## config.mk

```make
export PLATFORM = sky130hd
export DESIGN_NAME = huff_top
export DESIGN_NICKNAME = d
export VERILOG_FILES = /design/src/verilog/huff_pkg.sv /design/src/verilog/huff_top.sv
export SDC_FILE = /design/constraint.sdc
export NUM_CORES = 1
export LEC_CHECK = 0
export BUFFER_PORTS_ARGS = -buffer_cell sky130_fd_sc_hd__buf_4
export CAP_MARGIN = 10
export CELL_PAD_IN_SITES_DETAIL_PLACEMENT = 0
export CELL_PAD_IN_SITES_GLOBAL_PLACEMENT = 1
export CORE_MARGIN = 3
export CORE_UTILIZATION = 42
export DETAILED_ROUTE_END_ITERATION = 7
export GPL_ROUTABILITY_DRIVEN = 0
export PLACE_DENSITY = 0.77
export SLEW_MARGIN = 20
export SYNTH_ARGS = -nofsm -noshare
export SYNTH_HDL_FRONTEND = slang
export SYNTH_SLANG_ARGS = --single-unit
```

## constraint.sdc

```tcl
create_clock -name CLK -period 2.2 [get_ports CLK]
set_input_delay 0.44 -clock CLK [delete_from_list [all_inputs] [get_ports CLK]]
set_output_delay 0.44 -clock CLK [all_outputs]
set_load 0.005 [all_outputs]
```

## src/verilog/huff_pkg.sv

```systemverilog
`default_nettype none
// ----------------------------------------------------------------
// constants and types of the unsafe flag block
// ----------------------------------------------------------------
package huff_pkg;

  // register indices; byte address is four times the index
  localparam logic [3:0] IDX_CONFIG = 4'h0;
  localparam logic [3:0] IDX_POWER = 4'h1;
  localparam logic [3:0] IDX_HEAD = 4'h2;
  localparam logic [3:0] IDX_SERVO = 4'h5;
  localparam logic [3:0] IDX_TEST = 4'h6;
  localparam logic [3:0] IDX_COMP = 4'h7;
  localparam logic [3:0] IDX_STATUS = 4'hb;
  localparam logic [3:0] IDX_ID = 4'hf;

  // field positions
  localparam int CFG_INHIBIT_BIT = 2;
  localparam int CFG_MASK_BIT = 3;
  localparam int TEST_TAS_BIT = 2;
  localparam int COMP_THRESH_BIT = 2;
  localparam int TEST_THRESH_BIT = 0;

  // writable bits of each register; other positions are not stored
  localparam logic [7:0] CONFIG_BITS = 8'h3c;
  localparam logic [7:0] POWER_BITS = 8'h03;
  localparam logic [7:0] HEAD_BITS = 8'h0f;
  localparam logic [7:0] SERVO_BITS = 8'h03;
  localparam logic [7:0] TEST_BITS = 8'h07;
  localparam logic [7:0] COMP_BITS = 8'h07;

  // reset value, last valid head code and fallback head
  localparam logic [7:0] REG_RESET = 8'h00;
  localparam logic [3:0] HEAD_LAST_VALID = 4'h9;
  localparam logic [3:0] HEAD_DEFAULT = 4'h0;

  // timing
  localparam int CLK_PERIOD_PS = 5000;
  localparam int SAFE_HOLD_NS = 500;
  localparam int WRITE_SETTLE_NS = 15;
  localparam int SAFE_HOLD_CYC = (SAFE_HOLD_NS * 1000 + CLK_PERIOD_PS - 1) / CLK_PERIOD_PS;
  localparam int WRITE_SETTLE_CYC = (WRITE_SETTLE_NS * 1000 + CLK_PERIOD_PS - 1) / CLK_PERIOD_PS;

  // synchronised fault detector levels
  typedef struct packed {
    logic ref_bad;
    logic low_supply;
    logic wdata_slow;
    logic head_open;
    logic driver_biased;
    logic ta_detect;
  } huff_fault_t;

  // power state from the power control field
  typedef enum logic [1:0] {PM_SLEEP, PM_STANDBY, PM_ACTIVE} huff_pmode_t;

  // read / write sequencing
  typedef enum logic [1:0] {RW_READ, RW_SETTLE, RW_WRITE} huff_rw_t;

endpackage : huff_pkg
`default_nettype wire

```

## src/verilog/huff_top.sv

```systemverilog
// Notes on behaviour
// RL1 - unassigned register bits are not stored and change nothing
// RL2 - every programmable register clears to zero at reset
// RL3 - asperity threshold code joins test register lsb and compensation bit 2
// RL4 - unsafe flag is open collector: pull low or release
// RL5 - sleep and standby release the flag whatever the mask
// RL6 - read mode with mask set releases the flag
// RL7 - read mode unmasked pulls low on bad head, reference fault, low supply
// RL8 - head codes 0 to 9 valid, 10 to 15 unsafe
// RL9 - test mode releases flag unless asperity detection on; asperity pulls low
// RL10 - servo write mode pulls the flag low always
// RL11 - write mode with mask set pulls the flag low
// RL12 - write mode unmasked releases the flag on any write fault
// RL13 - inhibit bit zero lets low supply cut write current; reporting unchanged
// RL14 - unsafe holds while fault present and for the hold time after
// RL15 - entering write forces flag low until the switching transient passes
// RL16 - open head detection aims at a few nanoseconds after settling
// RL17 - analog test in read or non-servo write releases the flag
// RL18 - power field: 00 sleep, one bit standby, 11 active
// RL19 - bad head code selects head zero in read, unsafe in write
// RL20 - test field msb set means asperity detection, middle bit ignored
// RL21 - fault inputs synchronised; hold counter restarts on every fault
`timescale 1ns/1ps
`default_nettype none

module huff_top #(
  parameter logic [3:0] DEVICE_ID = 4'h5 // arbitrary value
) (
  input wire logic CLK,
  input wire logic NRST,
  input wire logic [7:0] ADDR,
  input wire logic [7:0] WDATA,
  input wire logic WR,
  input wire logic RD,
  output logic [7:0] RDATA,
  input wire logic WRITE_GATE,
  input wire logic FAULT_REF,
  input wire logic FAULT_LOW_SUPPLY,
  input wire logic FAULT_WDATA_SLOW,
  input wire logic FAULT_HEAD_OPEN,
  input wire logic FAULT_DRIVER_BIASED,
  input wire logic THERMAL_ASPERITY_DETECT,
  input wire logic UNSAFE_FLAG_IN,
  output logic UNSAFE_FLAG_OUT,
  output logic UNSAFE_FLAG_OE,
  output logic [3:0] HEAD_SELECT,
  output logic [1:0] TA_THRESHOLD,
  output logic TA_ENABLE,
  output logic WRITE_INHIBIT,
  output logic WRITE_ACTIVE
);

  // ----------------------------------------------------------------
  // pin synchronisers
  // ----------------------------------------------------------------
  localparam int NPIN = 8;
  localparam logic [7:0] HOLD_LOAD = 8'(huff_pkg::SAFE_HOLD_CYC);
  localparam logic [3:0] SETTLE_LOAD = 4'(huff_pkg::WRITE_SETTLE_CYC);

  logic [NPIN-1:0] pin_raw;
  logic [NPIN-1:0] pin_s;

  assign pin_raw = {UNSAFE_FLAG_IN, WRITE_GATE, FAULT_REF, FAULT_LOW_SUPPLY,
                    FAULT_WDATA_SLOW, FAULT_HEAD_OPEN, FAULT_DRIVER_BIASED,
                    THERMAL_ASPERITY_DETECT};

  // three synchroniser flops and a level flop per pin; level accepted once stages two and three agree
  genvar gi;
  generate
    for (gi = 0; gi < NPIN; gi++) begin : g_sync
      logic s1_r;
      logic s2_r;
      logic s3_r;
      logic lvl_r;
      always_ff @(posedge CLK) begin // RL21
        if (!NRST) begin
          s1_r <= 1'b0;
          s2_r <= 1'b0;
          s3_r <= 1'b0;
          lvl_r <= 1'b0;
        end else begin
          s1_r <= pin_raw[gi];
          s2_r <= s1_r;
          s3_r <= s2_r;
          lvl_r <= (s2_r == s3_r) ? s3_r : lvl_r;
        end
      end
      assign pin_s[gi] = lvl_r;
    end
  endgenerate

  huff_pkg::huff_fault_t flt;
  logic line_level;
  logic write_req;

  assign flt = huff_pkg::huff_fault_t'(pin_s[5:0]);
  assign write_req = pin_s[6];
  assign line_level = pin_s[7];

  // ----------------------------------------------------------------
  // register port
  // ----------------------------------------------------------------
  logic [7:0] config_r;
  logic [7:0] power_r;
  logic [7:0] head_r;
  logic [7:0] servo_r;
  logic [7:0] test_r;
  logic [7:0] comp_r;
  logic [7:0] rdata_r;
  logic [7:0] rdata_nxt;
  logic [7:0] status_word;

  logic addr_ok;
  logic [3:0] idx;
  logic wr_config;
  logic wr_power;
  logic wr_head;
  logic wr_servo;
  logic wr_test;
  logic wr_comp;

  // word aligned decode of the low address space
  assign addr_ok = (ADDR[1:0] == 2'h0) && (ADDR[7:6] == 2'h0);
  assign idx = ADDR[5:2];
  assign wr_config = WR && addr_ok && (idx == huff_pkg::IDX_CONFIG);
  assign wr_power = WR && addr_ok && (idx == huff_pkg::IDX_POWER);
  assign wr_head = WR && addr_ok && (idx == huff_pkg::IDX_HEAD);
  assign wr_servo = WR && addr_ok && (idx == huff_pkg::IDX_SERVO);
  assign wr_test = WR && addr_ok && (idx == huff_pkg::IDX_TEST);
  assign wr_comp = WR && addr_ok && (idx == huff_pkg::IDX_COMP);

  // registers keep only their assigned bits, cleared at reset
  always_ff @(posedge CLK) begin
    if (!NRST) begin
      config_r <= huff_pkg::REG_RESET; // RL2
      power_r <= huff_pkg::REG_RESET;
      head_r <= huff_pkg::REG_RESET;
      servo_r <= huff_pkg::REG_RESET;
      test_r <= huff_pkg::REG_RESET;
      comp_r <= huff_pkg::REG_RESET;
    end else begin
      if (wr_config) config_r <= WDATA & huff_pkg::CONFIG_BITS; // RL1
      if (wr_power) power_r <= WDATA & huff_pkg::POWER_BITS;
      if (wr_head) head_r <= WDATA & huff_pkg::HEAD_BITS;
      if (wr_servo) servo_r <= WDATA & huff_pkg::SERVO_BITS;
      if (wr_test) test_r <= WDATA & huff_pkg::TEST_BITS;
      if (wr_comp) comp_r <= WDATA & huff_pkg::COMP_BITS;
    end
  end

  // read mux; unmapped addresses read zero
  always_comb begin
    rdata_nxt = 8'h00;
    if (RD && addr_ok) begin
      unique case (idx)
        huff_pkg::IDX_CONFIG: rdata_nxt = config_r;
        huff_pkg::IDX_POWER: rdata_nxt = power_r;
        huff_pkg::IDX_HEAD: rdata_nxt = head_r;
        huff_pkg::IDX_SERVO: rdata_nxt = servo_r;
        huff_pkg::IDX_TEST: rdata_nxt = test_r;
        huff_pkg::IDX_COMP: rdata_nxt = comp_r;
        huff_pkg::IDX_STATUS: rdata_nxt = status_word;
        huff_pkg::IDX_ID: rdata_nxt = {4'h0, DEVICE_ID};
        default: rdata_nxt = 8'h00;
      endcase
    end
  end

  // read data stand for exactly one cycle after the strobe
  always_ff @(posedge CLK) begin
    if (!NRST) begin
      rdata_r <= 8'h00;
    end else begin
      rdata_r <= rdata_nxt;
    end
  end

  assign RDATA = rdata_r;

  // ----------------------------------------------------------------
  // mode decode
  // ----------------------------------------------------------------
  huff_pkg::huff_pmode_t pmode;
  logic active;
  logic mask_bit;
  logic inhibit_bit;
  logic head_bad;
  logic tas_mode;
  logic atest_mode;
  logic servo_mode;

  // power field: both clear sleep, both set active, else standby
  assign pmode = (power_r[1:0] == 2'h3) ? huff_pkg::PM_ACTIVE :
                 (power_r[1:0] == 2'h0) ? huff_pkg::PM_SLEEP :
                 huff_pkg::PM_STANDBY; // RL18
  assign active = (pmode == huff_pkg::PM_ACTIVE);
  assign mask_bit = config_r[huff_pkg::CFG_MASK_BIT];
  assign inhibit_bit = config_r[huff_pkg::CFG_INHIBIT_BIT];
  assign head_bad = (head_r[3:0] > huff_pkg::HEAD_LAST_VALID); // RL8
  assign tas_mode = test_r[huff_pkg::TEST_TAS_BIT]; // RL20
  assign atest_mode = !tas_mode && (test_r[1:0] != 2'h0);
  assign servo_mode = (servo_r[1:0] != 2'h0);

  // asperity threshold code and detector enable
  assign TA_THRESHOLD = {comp_r[huff_pkg::COMP_THRESH_BIT],
                         test_r[huff_pkg::TEST_THRESH_BIT]}; // RL3
  assign TA_ENABLE = active && tas_mode;

  // out of range code falls back to head zero while reading
  assign HEAD_SELECT = (head_bad && !WRITE_ACTIVE) ? huff_pkg::HEAD_DEFAULT
                                                   : head_r[3:0]; // RL19

  // ----------------------------------------------------------------
  // write entry sequencing
  // ----------------------------------------------------------------
  huff_pkg::huff_rw_t rw_r;
  huff_pkg::huff_rw_t rw_nxt;
  logic [3:0] settle_r;
  logic [3:0] settle_nxt;
  logic want_write;

  assign want_write = active && write_req;

  // write detection waits out the switching transient
  always_comb begin
    rw_nxt = rw_r;
    settle_nxt = settle_r;
    unique case (rw_r)
      huff_pkg::RW_READ: begin
        if (want_write) begin
          rw_nxt = huff_pkg::RW_SETTLE; // RL15
          settle_nxt = SETTLE_LOAD;
        end
      end
      huff_pkg::RW_SETTLE: begin
        if (!want_write) begin
          rw_nxt = huff_pkg::RW_READ;
          settle_nxt = 4'h0;
        end else if (settle_r <= 4'h1) begin
          rw_nxt = huff_pkg::RW_WRITE; // RL16
          settle_nxt = 4'h0;
        end else begin
          settle_nxt = settle_r - 4'h1;
        end
      end
      huff_pkg::RW_WRITE: begin
        if (!want_write) rw_nxt = huff_pkg::RW_READ;
      end
    endcase
  end

  always_ff @(posedge CLK) begin
    if (!NRST) begin
      rw_r <= huff_pkg::RW_READ;
      settle_r <= 4'h0;
    end else begin
      rw_r <= rw_nxt;
      settle_r <= settle_nxt;
    end
  end

  assign WRITE_ACTIVE = (rw_r != huff_pkg::RW_READ);

  // ----------------------------------------------------------------
  // fault merge and safe release timer
  // ----------------------------------------------------------------
  logic read_fault;
  logic write_fault;
  logic fault_now;
  logic fault_held;
  logic [7:0] hold_r;
  logic [7:0] hold_nxt;

  assign read_fault = head_bad || flt.ref_bad || flt.low_supply; // RL7
  assign write_fault = read_fault || flt.wdata_slow || flt.head_open ||
                       flt.driver_biased; // RL12
  assign fault_now = (rw_r == huff_pkg::RW_WRITE) ? write_fault :
                     (rw_r == huff_pkg::RW_READ) ? read_fault : 1'b0;

  // counter reloads on every fault, counts down once all are gone
  assign hold_nxt = fault_now ? HOLD_LOAD :
                    (hold_r != 8'h00) ? hold_r - 8'h01 : 8'h00; // RL21
  assign fault_held = fault_now || (hold_r != 8'h00); // RL14

  always_ff @(posedge CLK) begin
    if (!NRST) begin
      hold_r <= 8'h00;
    end else begin
      hold_r <= hold_nxt;
    end
  end

  // low supply cuts write current only when inhibit bit is clear
  assign WRITE_INHIBIT = WRITE_ACTIVE && flt.low_supply && !inhibit_bit; // RL13

  // ----------------------------------------------------------------
  // open collector driver
  // ----------------------------------------------------------------
  logic pull_nxt;
  logic pull_r;

  // decides whether the shared line is pulled low
  always_comb begin
    pull_nxt = 1'b0;
    if (!active) begin
      pull_nxt = 1'b0; // RL5
    end else if (WRITE_ACTIVE && servo_mode) begin
      pull_nxt = 1'b1; // RL10
    end else if (atest_mode) begin
      pull_nxt = 1'b0; // RL17
    end else if (tas_mode) begin
      pull_nxt = flt.ta_detect; // RL9
    end else if (rw_r == huff_pkg::RW_SETTLE) begin
      pull_nxt = 1'b1; // RL15
    end else if (WRITE_ACTIVE) begin
      pull_nxt = mask_bit ? 1'b1 : !fault_held; // RL11 RL12
    end else begin
      pull_nxt = mask_bit ? 1'b0 : fault_held; // RL6 RL7
    end
  end

  always_ff @(posedge CLK) begin
    if (!NRST) begin
      pull_r <= 1'b0;
    end else begin
      pull_r <= pull_nxt;
    end
  end

  // only ever drives low; release leaves the line to the pull-up
  assign UNSAFE_FLAG_OUT = 1'b0; // RL4
  assign UNSAFE_FLAG_OE = pull_r; // RL4

  // status: line level, own pull, held fault, write state, raw faults
  assign status_word = {line_level, pull_r, fault_held, WRITE_ACTIVE,
                        flt.low_supply, flt.ref_bad, head_bad, flt.ta_detect};

endmodule : huff_top
`default_nettype wire
```

==> out/metrics.cfg <==
[outcome]
status = finished clean

[sta]
maxSlewViolCount = 0
min_period_over_period = 0.9435
rsz0062_at_grt = no
fin_tns_setup_ns = 0
fin_worst_skew_ns = 0.009623
timing.final.hold_violations = 0
fmax_mhz = 481.8
layout_setup_ws_ns = 0.1244
period_needed_ns = 2.076
setup_violations = 0

[logic_synthesis]
synthTopCellsByArea = dfxtp_1, mux2i_1, and2_1
synth_compound_area_frac = 0.1516
synth_top_area_cell = dfxtp_1
synth_fp_nets = 370
synth_top_area_frac = 0.4773
avgSynthCellArea_sq_um = 9.139
ys_ff_latch = 73
synth_cell_types = 50
synthFlopType = dfxtp_1
synth.area.mux_share = 0.07519
ys_warn_count = 0
synth_top_family_by_area = simple AND/OR/NAND/NOR gates
async_flop_share = 0
seq_area_frac_synth = 0.4773
synth_area_sq_um = 3062
netlist_instances = 335
synthXorXnorAreaFrac = 0.005721
synthAdderAreaFrac = 0.02861
synthSimpleGateAreaFrac = 0.2174
synth_enable_flop_cells = 0

[min_path]
hold_path_class = in -> reg

[floorplan]
die-area_sq_um = 8350
ioPinCount = 47
core-area_sq_um = 6944
start_util = 0.4409
die_h_um = 91.38
rows = 30
die_w_um = 91.38

[drt]
vias = 2483
drt-pass1-iter-count = 4
wl_per_cell_um = 13.89
drt-total-wl_mm = 6.668
ant_nets = 0
dr_wl_met3_um = 323
dr.max_layer_used = met4
route.met2.wl_mm = 2.991
drt-met1-wl_mm = 3.301
avgViaCountPerCell = 5.173
drtIter0Drc = 108
drc = 0

[layout]
nFillCells = 664
multiInputGateArea_sq_um = 1469
area_growth_pct = 21.25
fin_nets = 414
n_antenna_cell = 0
drive_gt1_frac = 0.1797
fin_area_sq_um = 3712
regArea_sq_um = 1461

[placed_design]
port_buffers = 43
dpl_cell_area_sq_um = 3471
dp_hpwl_mm = 4.786
detailedPlace.worstSlack_ns = 0.3459

[power]
clockPowerShare = 0.395
p_comb_frac = 0.150
switching_share = 0.2626
cellPowerDensity_nw_per_um2 = 868.4
power.net_switching_uw = 846.4
leakage_nw = 1.577
internal-power_mw = 2.377
ir_worst_vdd_mv = 0.4454
p_seq_frac = 0.454

[clock_tree]
cts_setup_buffers = 0
clk_latency_ns = 0.34
post_cts_resized = 0
hold_buffers = 0
clock-sinks = 73
clockRootBuffer = clkbuf_8
clkTransAtPathRegs_ns = 0.08
cts.path.max_buffers = 2
cts-buffers-inserted = 9
cts_tree = done
cts_max_level = 3

[worst_setup_path]
start_kind = register
critical_path_class = reg -> out
path_max_fanout = 8
endpoint_kind = output port
required_ns = 1.76
cp_data_arrival_time_ns = 1.64

[grt]
grt_antenna_before_repair = 0
grt_first_pass_wirelength_mm = 11.54
grt.overflow.total = 0
track_usage = 0.1720
grt_pass1_vias = 2434
grt_start_max_net_pins = 32

[run]
maxCapViolCount = 0

metal layers:
metal  track usage  vias to the layer above
met3       0.03480                        7
met5             0                        -
met2        0.2599                       59
li1              -                     1263
met4       0.07161                        0
met1        0.2379                     1154
stage by stage:
stage,hold slack [ns],instances,utilization,power (mW)
after CTS,0.2840,480,0.5346,3.253
after global routing,0.2886,480,0.5346,3.393
after global placement,0.4134,464,0.4998,1.968
after detailed placement,0.4225,464,0.4998,1.979
final,0.2951,480,0.5346,3.224
after floorplan,0.4119,335,-,1.843
state kept, by name (all words and copies together) (netlist names), 3 cells and up:
register,cells
g_sync.s1_r,8
RDATA,8
config_r,4
g_sync.lvl_r,8
settle_r,4
test_r,3
comp_r,3
hold_r,8
head_r,4
g_sync.s2_r,8
g_sync.s3_r,8
power groups by stage:
stage	Combinational, mW	Sequential, mW	Clock (mW)
after global routing	0.553	1.48	1.36
final	0.485	1.47	1.27
after detailed placement	0.482	1.50	0
after CTS	0.487	1.47	1.30
after global placement	0.473	1.50	0
after floorplan	0.360	1.48	0
cell usage after synthesis (2+ instances only):
master,n
dfxtp_1,73
a22oi_1,2
a21oi_1,21
a31oi_1,5
nand4_1,6
o21a_1,4
xor2_1,2
o21ai_0,20
nor2_1,37
mux2i_1,23
o2111ai_1,2
ha_1,7
nor4_4,2
a221oi_1,3
buf_2,3
or3_1,2
o31ai_1,2
and2_1,27
nand3_1,4
inv_1,15
a211oi_1,4
nor3_1,9
nand2_1,21
nor2b_1,4
clkbuf_1,7
and3_1,3
buf_4,3
buf_1,2
layout make-up:
cell class / count / area share
sequential: 73 / 0.3937
clock buffer: 10 / 0.03438
inverter: 16 / 0.01618
multi-input combinational: 231 / 0.3957
tap: 96 / 0.03236
clock inverter: 6 / 0.03067
timing repair buffer: 48 / 0.09707
cells in the final DEF, fill, tap and decap left out, types with 4 or more instances in the layout:
master | netlist | layout
o21ai_0 | 20 | 20
clkbuf_8 | 0 | 9
a211oi_1 | 4 | 4
nand2_1 | 21 | 21
and2_1 | 27 | 27
mux2i_1 | 23 | 23
nor2_1 | 37 | 37
inv_1 | 15 | 15
nor2b_1 | 4 | 4
nand3_1 | 4 | 4
a31oi_1 | 5 | 5
nor3_1 | 9 | 9
nand4_1 | 6 | 6
o21a_1 | 4 | 4
ha_1 | 7 | 7
dfxtp_1 | 73 | 73
a21oi_1 | 21 | 21
buf_4 | 3 | 48
critical path, cell delays in order (launching register included):
cell and delay [ns]:
dfxtp_1 0.31, inv_1 0.09, ha_1 0.39, clkinv_1 0.16, o21a_1 0.21, buf_4 0.13
cell families after synthesis:
group           after synthesis
simple gates                124
compound gates               74
flops                        73
buf+inv                      31
mux                          23
fa+ha+maj                     7
xor+xnor                      2
other cells                   1
final timing paths:
| kind | slack [ns] | start | cells after the start | endpoint |
|---|---|---|---|---|
| worst max-delay path | 0.12 | rw_r[1] | 5 | HEAD_SELECT[3] |
| worst min-delay path | 0.30 | FAULT_HEAD_OPEN | 2 | g_sync[2].s1_r |
| worst max register to register | 0.38 | settle_r[0] | 6 | settle_r[3] |
| worst min register to register | 0.44 | g_sync[6].s1_r | 1 | g_sync[6].s2_r |
(Power assumes the default switching activity.)
